$ cat config.mk
export PLATFORM = sky130hd
export DESIGN_NAME = acsf_cmd_frames
export DESIGN_NICKNAME = d
export VERILOG_FILES = /design/src/acsf_pkg.sv /design/src/acsf_cmd_frames.sv /design/src/acsf_frame_port.sv /design/src/acsf_pair_buffer.sv
export VERILOG_INCLUDE_DIRS = /design/src
export SDC_FILE = /design/constraint.sdc
export NUM_CORES = 1
export LEC_CHECK = 0
export ABC_AREA = 1
export ABC_CLOCK_PERIOD_IN_PS = 3800
export BUFFER_PORTS_ARGS = -buffer_cell sky130_fd_sc_hd__buf_2
export CORE_ASPECT_RATIO = 0.75
export CORE_MARGIN = 2
export CORE_UTILIZATION = 55
export CTS_BUF_LIST = sky130_fd_sc_hd__clkbuf_16
export CTS_CLUSTER_DIAMETER = 60
export DETAILED_ROUTE_END_ITERATION = 16
export GPL_TIMING_DRIVEN = 0
export PLACE_DENSITY_LB_ADDON = 0.3
export SLEW_MARGIN = 20
export SYNTH_ARGS = -nofsm -noshare
export SYNTH_HDL_FRONTEND = slang
export SYNTH_HIERARCHICAL = 1
export SYNTH_SLANG_ARGS = --single-unit
export TNS_END_PERCENT = 5
$ cat constraint.sdc
create_clock -name ref_clk -period 3.8 [get_ports ref_clk]
set_input_delay 0.76 -clock ref_clk [delete_from_list [all_inputs] [get_ports ref_clk]]
set_output_delay 0.76 -clock ref_clk [all_outputs]
set_load 0.005 [all_outputs]
$ cat src/acsf_defs.svh
// Command codes, field positions, reset values and bit counts of the command frame decoder
`ifndef ACSF_DEFS_SVH
`define ACSF_DEFS_SVH
`define ACSF_FRAME_BITS      5'h10
`define ACSF_BIT_CNT_MAX     5'h1F
`define ACSF_CMD_CONTINUE    4'h0
`define ACSF_CMD_MANUAL      4'h1
`define ACSF_CMD_AUTO1       4'h2
`define ACSF_CMD_AUTO2       4'h3
`define ACSF_CMD_PIN_CFG     4'h4
`define ACSF_CMD_AUTO1_PROG  4'h8
`define ACSF_CMD_AUTO2_PROG  4'h9
`define ACSF_ALARM_PREFIX    2'h3
`define ACSF_LAST_CH_HI      9
`define ACSF_LAST_CH_LO      6
`define ACSF_SOFT_RESET_BIT  9
`define ACSF_MODE_WRITE_BIT  11
`define ACSF_CH_RESTART_BIT  10
`define ACSF_MAN_CH_HI       10
`define ACSF_MAN_CH_LO       7
`define ACSF_RANGE_BIT       6
`define ACSF_PDOWN_BIT       5
`define ACSF_GPI_READ_BIT    4
`define ACSF_ALM_CH_HI       15
`define ACSF_ALM_CH_LO       14
`define ACSF_ALM_HIGH_BIT    13
`define ACSF_ALM_EXIT_BIT    12
`define ACSF_THR_HI          9
`define ACSF_FN_HIGH         3'h2
`define ACSF_FN_BOTH         3'h6
`define ACSF_HIGH_THR_RESET  10'h3FF
`define ACSF_LOW_THR_RESET   10'h000
`define ACSF_LAST_CH_RESET   4'hF
`define ACSF_PIN_CFG_RESET   12'h000
`endif

$ cat src/acsf_pkg.sv
// Types shared by the command frame decoder modules
package acsf_pkg;
  typedef enum logic [2:0] {
    MODE_MANUAL = 3'b001,
    MODE_AUTO1  = 3'b010,
    MODE_AUTO2  = 3'b100
  } acsf_mode_type;
  typedef enum logic [2:0] {
    SEQ_IDLE  = 3'b001,
    SEQ_AUTO1 = 3'b010,
    SEQ_ALARM = 3'b100
  } acsf_seq_type;
  typedef struct packed {
    logic [3:0]  channel;
    logic [11:0] code;
  } acsf_result_type;
  typedef struct packed {
    logic [1:0] spare;
    logic       softReset;
    logic       pdPin;
    logic       rangePin;
    logic [2:0] alarmFn;
    logic [3:0] dirOut;
  } acsf_pin_cfg_type;
  typedef struct packed {
    logic [3:0] out;
    logic [3:0] oe;
  } acsf_pins_type;
  typedef struct packed {
    logic        start;
    logic        done;
    logic        whole;
    logic [15:0] word;
  } acsf_frame_type;
endpackage

$ cat src/acsf_cmd_frames.sv
// Command frame decoder: pin functions, channel scan, alarm thresholds, output word
// How it works
// - Nibble 1001 stores bits 9..6 as the last channel of the scan.
// - In auto 2 mode the scan counter runs from zero up to the last channel, then wraps.
// - Nibble 0000 keeps all settings; auto modes advance, manual keeps its channel.
// - Results leave as 12-bit straight binary codes, unchanged.
// - General outputs take last frame's data at each chip select fall.
// - General inputs are caught at chip select fall, sent when reading enabled.
// - Nibble 0100 loads the pin function register from the low twelve bits.
// - Bit 9 of a pin function frame resets all decoder state, but not the result buffer, in the next frame.
// - Bit 8 makes pin three power down; bit 7 makes pin two range.
// - Bits 6..4 route high, low or either alarm onto pins zero and one.
// - Pins without special use follow their direction bit: one drives.
// - A high and a low threshold per channel, four groups of four.
// - One entry frame, then one threshold written per frame.
// - Fewer writes allowed; the sequence ends after the first exit bit.
// - During sequences scanning goes on; range and output data stay.
// - Entry nibble 11bb selects alarm group bb.
// - Bits 15..14 pick the channel in the group, bit 13 high or low.
// - Without exit bit every further frame is taken as threshold data.
// - Ten-bit thresholds compare with the result's upper ten bits.
`timescale 1ns/1ns
`include "acsf_defs.svh"
module acsf_cmd_frames (
  // System
  input  wire logic                         ref_clk,
  input  wire logic                         nrst,
  // Serial frame pins
  input  wire logic                         sclkPin,
  input  wire logic                         chipSelectN,
  input  wire logic                         cmdBitIn,
  output      logic                         sdo,
  // General-purpose pins
  input  wire logic [3:0]                   gpPinIn,
  output      acsf_pkg::acsf_pins_type      gpPin,
  // Converter core
  input  wire logic                         resultValid,
  input  wire acsf_pkg::acsf_result_type    resultWord,
  output      logic                         resultReady,
  output      logic                         convStart,
  output      logic [3:0]                   convChannel,
  output      logic                         rangeSel,
  output      logic                         powerDown
);
  typedef struct packed {
    acsf_pkg::acsf_mode_type    mode;
    acsf_pkg::acsf_seq_type     seq;
    logic [1:0]                 group;
    logic [3:0]                 lastChannel;
    logic [3:0]                 channel;
    acsf_pkg::acsf_pin_cfg_type cfg;
    logic                       rangeBit;
    logic                       pdBit;
    logic                       gpInputRead;
    logic                       resetPending;
    logic [3:0]                 gpOutputNext;
    logic [3:0]                 gpOutput;
    logic [3:0]                 pinS1;
    logic [3:0]                 pinS2;
    logic [15:0][9:0]           highThr;
    logic [15:0][9:0]           lowThr;
    logic                       alarmHigh;
    logic                       alarmLow;
    logic                       txLoad;
    logic [15:0]                txWord;
    logic                       convStart;
    logic [3:0]                 convChannel;
    acsf_pkg::acsf_pins_type    pins;
    logic                       rangeSel;
    logic                       powerDown;
  } acsf_main_state_type;

  localparam acsf_main_state_type RESET_STATE = '{
    mode:        acsf_pkg::MODE_MANUAL,
    seq:         acsf_pkg::SEQ_IDLE,
    lastChannel: `ACSF_LAST_CH_RESET,
    cfg:         `ACSF_PIN_CFG_RESET,
    highThr:     {16{`ACSF_HIGH_THR_RESET}},
    lowThr:      {16{`ACSF_LOW_THR_RESET}},
    default:     '0
  };

  // Pin drive: a special function overrides the plain direction bit
  function automatic logic [1:0] pinDrive(input logic special, input logic specOe,
                                          input logic specLvl, input logic isOut,
                                          input logic lvl);
    if (special) begin
      pinDrive = {specOe, specLvl};
    end else begin
      pinDrive = {isOut, lvl};
    end
  endfunction

  acsf_main_state_type       q;
  acsf_main_state_type       d;
  acsf_pkg::acsf_frame_type  fr;
  acsf_pkg::acsf_result_type res;
  acsf_pkg::acsf_mode_type   newMode;
  logic                      bufValid;
  logic [15:0]               bufWord;
  logic                      popNow;
  logic [15:0]               w;
  logic [3:0]                idx;
  logic                      pin0Alarm;
  logic                      pin0Lvl;
  logic                      pin1Alarm;

  acsf_frame_port u_port (
    .ref_clk     (ref_clk),
    .nrst        (nrst),
    .sclkPin     (sclkPin),
    .chipSelectN (chipSelectN),
    .cmdBitIn    (cmdBitIn),
    .sdo         (sdo),
    .txLoad      (q.txLoad),
    .txWord      (q.txWord),
    .frame       (fr)
  );

  // Results wait here until the next frame opens, so a slow host loses none
  acsf_pair_buffer #(
    .WIDTH (16),
    .DEPTH (2)
  ) u_buf (
    .ref_clk  (ref_clk),
    .nrst     (nrst),
    .inValid  (resultValid),
    .inData   (resultWord),
    .inReady  (resultReady),
    .outValid (bufValid),
    .outData  (bufWord),
    .outReady (popNow)
  );

  always_comb begin
    // A pending soft reset lands as the next frame opens
    d = (fr.start && q.resetPending) ? RESET_STATE : q;
    d.pinS1 = gpPinIn;
    d.pinS2 = q.pinS1;
    d.txLoad = 1'b0;
    d.convStart = 1'b0;
    popNow = 1'b0;
    res = acsf_pkg::acsf_result_type'(bufWord);
    newMode = q.mode;
    w = fr.word;
    idx = {q.group, w[`ACSF_ALM_CH_HI:`ACSF_ALM_CH_LO]};
    if (fr.start) begin
      d.gpOutput = d.gpOutputNext;
      d.convStart = 1'b1;
      d.convChannel = d.channel;
      case (d.mode)
        acsf_pkg::MODE_AUTO2: begin
          d.channel = (d.channel == d.lastChannel) ? 4'h0 : d.channel + 4'h1;
        end
        acsf_pkg::MODE_AUTO1: begin
          d.channel = d.channel + 4'h1;
        end
        default: begin
          d.channel = d.channel;
        end
      endcase
      popNow = bufValid;
      if (!bufValid) begin
        res = '0;
      end else begin
        d.alarmHigh = res.code[11:2] > d.highThr[res.channel];
        d.alarmLow = res.code[11:2] < d.lowThr[res.channel];
      end
      // Code goes out as the core delivered it
      d.txWord = {(d.gpInputRead ? q.pinS2 : res.channel), res.code};
      d.txLoad = 1'b1;
    end
    if (fr.done && fr.whole) begin
      case (q.seq)
        acsf_pkg::SEQ_ALARM: begin
          if (w[`ACSF_ALM_HIGH_BIT]) begin
            d.highThr[idx] = w[`ACSF_THR_HI:0];
          end else begin
            d.lowThr[idx] = w[`ACSF_THR_HI:0];
          end
          if (w[`ACSF_ALM_EXIT_BIT]) begin
            d.seq = acsf_pkg::SEQ_IDLE;
          end
        end
        acsf_pkg::SEQ_AUTO1: begin
          // Second frame of that sequence only fills a register not kept here
          d.seq = acsf_pkg::SEQ_IDLE;
        end
        acsf_pkg::SEQ_IDLE: begin
          case (w[15:12])
            `ACSF_CMD_CONTINUE: begin
              d.seq = acsf_pkg::SEQ_IDLE;
            end
            `ACSF_CMD_AUTO2_PROG: begin
              d.lastChannel = w[`ACSF_LAST_CH_HI:`ACSF_LAST_CH_LO];
              if (q.mode == acsf_pkg::MODE_AUTO2) begin
                d.channel = 4'h0;
              end
            end
            `ACSF_CMD_PIN_CFG: begin
              d.cfg = w[11:0];
              d.resetPending = w[`ACSF_SOFT_RESET_BIT];
            end
            `ACSF_CMD_AUTO1_PROG: begin
              d.seq = acsf_pkg::SEQ_AUTO1;
            end
            `ACSF_CMD_MANUAL, `ACSF_CMD_AUTO1, `ACSF_CMD_AUTO2: begin
              case (w[13:12])
                2'h1: newMode = acsf_pkg::MODE_MANUAL;
                2'h2: newMode = acsf_pkg::MODE_AUTO1;
                default: newMode = acsf_pkg::MODE_AUTO2;
              endcase
              d.mode = newMode;
              if (newMode == acsf_pkg::MODE_MANUAL) begin
                d.channel = w[`ACSF_MAN_CH_HI:`ACSF_MAN_CH_LO];
              end else if (newMode != q.mode || w[`ACSF_CH_RESTART_BIT]) begin
                d.channel = 4'h0;
              end
              if (w[`ACSF_MODE_WRITE_BIT]) begin
                d.rangeBit = w[`ACSF_RANGE_BIT];
                d.pdBit = w[`ACSF_PDOWN_BIT];
                d.gpInputRead = w[`ACSF_GPI_READ_BIT];
                d.gpOutputNext = w[3:0];
              end
            end
            default: begin
              if (w[15:14] == `ACSF_ALARM_PREFIX) begin
                d.seq = acsf_pkg::SEQ_ALARM;
                d.group = w[13:12];
              end
            end
          endcase
        end
        default: begin
          d.seq = acsf_pkg::SEQ_IDLE;
        end
      endcase
    end
    // Alarm routing onto pins zero and one, all active high
    pin0Alarm = q.cfg.alarmFn[0] || q.cfg.alarmFn[1];
    pin0Lvl = q.cfg.alarmFn[0] ? (q.alarmHigh | q.alarmLow) : q.alarmHigh;
    pin1Alarm = !q.cfg.alarmFn[0] && q.cfg.alarmFn[2];
    {d.pins.oe[0], d.pins.out[0]} = pinDrive(pin0Alarm, 1'b1, pin0Lvl,
                                             q.cfg.dirOut[0], q.gpOutput[0]);
    {d.pins.oe[1], d.pins.out[1]} = pinDrive(pin1Alarm, 1'b1, q.alarmLow,
                                             q.cfg.dirOut[1], q.gpOutput[1]);
    {d.pins.oe[2], d.pins.out[2]} = pinDrive(q.cfg.rangePin, 1'b0, 1'b0,
                                             q.cfg.dirOut[2], q.gpOutput[2]);
    {d.pins.oe[3], d.pins.out[3]} = pinDrive(q.cfg.pdPin, 1'b0, 1'b0,
                                             q.cfg.dirOut[3], q.gpOutput[3]);
    d.rangeSel = q.cfg.rangePin ? q.pinS2[2] : q.rangeBit;
    d.powerDown = q.cfg.pdPin ? q.pinS2[3] : q.pdBit;
  end

  always_ff @(posedge ref_clk or negedge nrst) begin
    if (!nrst) begin
      q <= RESET_STATE;
    end else begin
      q <= d;
    end
  end

  assign gpPin = q.pins;
  assign convStart = q.convStart;
  assign convChannel = q.convChannel;
  assign rangeSel = q.rangeSel;
  assign powerDown = q.powerDown;
endmodule

$ cat src/acsf_frame_port.sv
// Serial pin front end: synchronisers, edge finding, frame shift in and out
`timescale 1ns/1ns
`include "acsf_defs.svh"
module acsf_frame_port (
  // System
  input  wire logic           ref_clk,
  input  wire logic           nrst,
  // Serial pins
  input  wire logic           sclkPin,
  input  wire logic           chipSelectN,
  input  wire logic           cmdBitIn,
  output      logic           sdo,
  // Frame side
  input  wire logic           txLoad,
  input  wire logic [15:0]    txWord,
  output acsf_pkg::acsf_frame_type frame
);
  typedef struct packed {
    logic [2:0]               s1;
    logic [2:0]               s2;
    logic                     sclkOld;
    logic                     csOld;
    logic [15:0]              rx;
    logic [15:0]              tx;
    logic [4:0]               bits;
    logic                     sdo;
    acsf_pkg::acsf_frame_type frame;
  } acsf_port_state_type;

  acsf_port_state_type q;
  acsf_port_state_type d;
  logic                sclkRise;
  logic                sclkFall;
  logic                csFall;
  logic                csRise;

  always_comb begin
    d = q;
    d.s1 = {sclkPin, chipSelectN, cmdBitIn};
    d.s2 = q.s1;
    d.sclkOld = q.s2[2];
    d.csOld = q.s2[1];
    d.frame.start = 1'b0;
    d.frame.done = 1'b0;
    sclkRise = q.s2[2] & ~q.sclkOld;
    sclkFall = ~q.s2[2] & q.sclkOld;
    csFall = ~q.s2[1] & q.csOld;
    csRise = q.s2[1] & ~q.csOld;
    if (csFall) begin
      d.bits = 5'h00;
      d.frame.start = 1'b1;
    end else if (!q.s2[1] && sclkRise) begin
      // Most significant bit arrives first
      d.rx = {q.rx[14:0], q.s2[0]};
      if (q.bits != `ACSF_BIT_CNT_MAX) begin
        d.bits = q.bits + 5'h01;
      end
    end
    if (csRise) begin
      d.frame.done = 1'b1;
      d.frame.whole = (q.bits == `ACSF_FRAME_BITS);
      d.frame.word = q.rx;
    end
    if (txLoad) begin
      d.tx = txWord;
      d.sdo = txWord[15];
    end else if (!q.s2[1] && sclkFall) begin
      d.tx = {q.tx[14:0], 1'b0};
      d.sdo = q.tx[14];
    end
  end

  always_ff @(posedge ref_clk or negedge nrst) begin
    if (!nrst) begin
      q <= '{s1: 3'h2, s2: 3'h2, csOld: 1'b1, default: '0};
    end else begin
      q <= d;
    end
  end

  assign sdo = q.sdo;
  assign frame = q.frame;
endmodule

$ cat src/acsf_pair_buffer.sv
// Small valid/ready buffer between the converter core and the serial output
`timescale 1ns/1ns
module acsf_pair_buffer #(
  parameter int WIDTH = 16,
  parameter int DEPTH = 2
) (
  // System
  input  wire logic             ref_clk,
  input  wire logic             nrst,
  // Fill side
  input  wire logic             inValid,
  input  wire logic [WIDTH-1:0] inData,
  output      logic             inReady,
  // Drain side
  output      logic             outValid,
  output      logic [WIDTH-1:0] outData,
  input  wire logic             outReady
);
  localparam int AW = (DEPTH > 2) ? $clog2(DEPTH) : 1;
  if (DEPTH < 2 || (DEPTH & (DEPTH - 1)) != 0) begin : g_chk
    $error("DEPTH must be a power of two and at least 2");
  end

  typedef struct packed {
    logic [DEPTH-1:0][WIDTH-1:0] mem;
    logic [AW-1:0]               wp;
    logic [AW-1:0]               rp;
    logic [AW:0]                 fill;
    logic                        full;
    logic                        empty;
    logic                        ready;
  } acsf_buf_state_type;

  acsf_buf_state_type q;
  acsf_buf_state_type d;
  logic               push;
  logic               pop;

  always_comb begin
    d = q;
    push = inValid & ~q.full;
    pop = outReady & ~q.empty;
    if (push) begin
      d.mem[q.wp] = inData;
      d.wp = q.wp + 1'b1;
    end
    if (pop) begin
      d.rp = q.rp + 1'b1;
    end
    d.fill = q.fill + (AW+1)'(push) - (AW+1)'(pop);
    d.full = (d.fill == (AW+1)'(DEPTH));
    d.empty = (d.fill == '0);
    // Ready is registered so the top output comes straight from a flip-flop
    d.ready = ~d.full;
  end

  always_ff @(posedge ref_clk or negedge nrst) begin
    if (!nrst) begin
      q <= '{empty: 1'b1, ready: 1'b1, default: '0};
    end else begin
      q <= d;
    end
  end

  assign inReady = q.ready;
  assign outValid = ~q.empty;
  assign outData = q.mem[q.rp];
endmodule

==> reports/metrics.yaml <==
layout:
  final_common_cell: "nand2_1"
  finish.utilization_pct: 63.0
  layout.nets: 3142
  area_growth_pct: 13.1
  drive_gt1_share_pct: 20.7
  final_cells: 3723
  most-common-layout-cells: "582 x nand2_1, 352 x o21ai_0, 331 x nor2_1"
  final_area_sq_mm: 0.0281
die:
  dieArea_sq_mm: 0.0469
  initial_core_util_pct: 55.6
  die_w_um: 250
  die-height_um: 188
  design.core.area_sq_mm: 0.0447
  pin_count: 43
  core.rowCount: 67
run_status:
  failed_checks: "negative setup slack"
  status: "finished, violations left"
pwr:
  p_seq_share_pct: 30.5
  p_leak_nw: 13.0
  combPwrFrac_pct: 41.3
  p_per_area_mw_per_mm2: 695
  p_sw_share_pct: 44.3
  ir_worst_vdd_uv: 452
  intPower_mw: 10.9
  p_sw_mw: 8.66
  clkPwrFrac_pct: 28.2
synthesis:
  synth_ff_type: "dfrtp_1"
  ys_seq_area_share_pct: 51.3
  synth_compound_area_share_pct: 17.7
  yosys.area_share.xor_xnor_pct: 0.141
  syn_nets: 3039
  synth-edff-count: 0
  synthMuxAreaShare_pct: 0.181
  yosys.area_share.simple_pct: 21.0
  synth.ff_latch_count: 501
  synth_top_family_by_area: "simple AND/OR/NAND/NOR gates"
  syn_area_per_cell_sq_um: 8.33
  yosys_warnings: 6
  synthArstFlopShare_pct: 100
  synthAdderAreaFrac_pct: 1.41
  syn_area_sq_mm: 0.0249
  syn_inst: 2985
  synth_cell_types: 56
global_routing:
  grt_pass1_wl_mm: 158
  grt_max_degree: 102
  antenna_found_initial: 8
  grt_use_met3_pct: 25.2
  grt_use_met1_pct: 64.9
  overflow: 0
  grt_pass1_vias: 22800
  grtUsageTotal_pct: 47.2
  grt_util_met2_pct: 60.0
  globalRoute.busiestLayer: "met1"
setup_path:
  critPathMaxFanout: 11
  cp-end-kind: "register"
  arrival_ns: 4.42
  reg2reg_from: "u_buf/q[5]"
  r2r_setup_slack_ns: -0.08
  cpPeakStageDelay_ns: 0.99
  worst_setup_path_start_kind: "register"
  required_ns: 4.34
  reg2reg_depth: 16
  path_class: "reg2reg"
  crit_top_cell: "nand2_1"
  cpMaxStageDelayCell: "buf_1"
  reg2reg_to: "q[33]"
  crit_chain: "clkbuf_4 > clkinv_4 > buf_6 > nand2_1 > nand2_4 > buf_1 > nand3_1 > nand3_1 > nand2_1 > ha_1 > nand2_1 > nor2_1 > o211ai_1 > o2111ai_1 > nand3_1 > nand2_1"
route:
  vias: 24300
  finalWirelength_mm: 111
  drt_iter0_markers: 4365
  vias_per_cell: 6.52
  drc: 0
  first_pass_iters: 6
  antenna_left: 0
  wl_per_cell_um: 29.9
placement:
  dp_slack_ns: -1.31
  hpwl_mm: 78.3
  gp_congestion: 1.08
  dp.cells: 3622
  io_buffer_count: 42
  place_area_sq_mm: 0.0260
timing:
  fmax_ghz: 0.258
  hold_viol: 0
  setup_tns_ns: -0.136
  fin_crit_sh_pct: 102
  setup_ws_ns: -0.0774
  worst_slew_pin_slew_ns: 1.29
  fin_skew_ns: 0.0291
  max_slew_margin_pct: 14.0
  rsz0062_at_grt: "true"
  drv_slew: 0
  finalSetupViolCount: 2
  finalCriticalPeriod_ns: 3.88
cts:
  cts_tree: "built"
  cts_buffer_depth: 3
  cts.sinks: 501
  cts_root_buf: "clkbuf_16"
  clk_pin_slew_ns: 0.06
  hold_buffers: 0
  cts-buffers-inserted: 51
  htree_levels: 2
  clk_latency_ns: 0.63
flow_run:
  drv_cap: 0
worst_hold_path:
  hp-class: "in2async"
## critical path: cells and delay by family (launching register included)
kind / cells / cell delay, ns
flip-flops: 1 / 0.37
AO/OA/AOI/OAI: 2 / 0.21
adder cells (fa/ha/maj): 1 / 0.29
buffers and inverters: 4 / 1.44
AND/OR/NAND/NOR: 9 / 1.44
## synth_stat cells, types with 13 or more instances
cell	number	share of area [%]
nand2_1	585	8.8
o21ai_0	358	7.2
nor2_1	333	5.0
dfrtp_1	330	33
inv_1	226	3.4
a21oi_1	171	3.4
dfstp_2	171	18
nand3_1	146	2.9
clkbuf_1	93	1.4
or2_2	79	2.0
buf_2	57	1.1
a22oi_1	51	1.5
o21ai_1	47	0.95
o22ai_1	42	1.1
buf_4	40	1.2
o211ai_1	32	0.97
ha_1	28	1.4
inv_2	18	0.27
o21ai_2	18	0.63
o221ai_1	15	0.53
buf_1	13	0.20
nor2_2	13	0.33
nor3_1	13	0.26
## cell families after synthesis
family / count (synthesis)
AOI/OAI and AO/OA: 776
xor gates and xnor gates: 4
adders and majority gates: 28
buffers and inverters: 464
DFF: 501
muxes: 4
and+or+nand+nor: 1208
## layer usage
layer | vias to the layer above | wire length, um
li1 | 10100 | -
met1 | 11700 | 43300
met2 | 2071 | 41900
met3 | 391 | 20000
met4 | 10 | 6070
met5 | - | 90
## state kept, by name, indices dropped and copies added (netlist names)
signal / count
u_buf/inReady: 1
rangeSel: 1
u_buf/q: 38
idx: 2
u_port/d: 5
convChannel: 4
u_port/sdo: 1
q: 377
convStart: 1
u_port/q: 39
powerDown: 1
gpPin: 8
u_port/frame: 19
d: 4
## cell type report
class / instances / area (sq um)
clock inverter: 43 / 473
fill: 3857 / 16600
buffer: 214 / 1340
tap: 586 / 733
antenna: 7 / 17.5
multi-input combinational: 2020 / 10200
clock buffer: 52 / 1300
sequential: 501 / 12800
inverter: 247 / 937
timing repair buffer: 53 / 414
## worst max path at each step
stage	depth (start not counted)	slack, ns	endpoint	start
after floorplan	20	0.85	q[32]	u_buf/q[5]
after global placement	1	-8.12	q[78]	nrst
after detailed placement	16	-1.31	q[32]	u_buf/q[5]
after CTS	18	0.01	q[32]	u_buf/q[5]
after global routing	16	-0.02	q[32]	u_buf/q[5]
final	16	-0.08	q[33]	u_buf/q[5]
## per-stage QoR
stage          power [mW]  hold WS [ns]
6_report             19.5        0.0545
5_1_grt              19.7        0.0787
4_1_cts              18.7        0.0677
3_5_place_dp         13.0         0.337
3_3_place_gp         12.9         0.335
2_1_floorplan        9.55         0.331
## power by group through the flow
stage | Sequential, mW | Combinational [mW] | Clock [mW]
after floorplan | 5.98 | 3.57 | 0
after global placement | 6.02 | 6.86 | 0
after detailed placement | 6.04 | 6.94 | 0
after CTS | 5.96 | 7.33 | 5.46
after global routing | 6.00 | 8.03 | 5.68
final | 5.96 | 8.07 | 5.51
## repair_timing
item,in CTS,in global routing
setup endpoints to repair,2,2
gates resized for setup,116,32
hold endpoints to repair,0,0
setup buffers,2,0
pin swaps,1,3
Note: power is estimated with default switching activity, not from simulation.
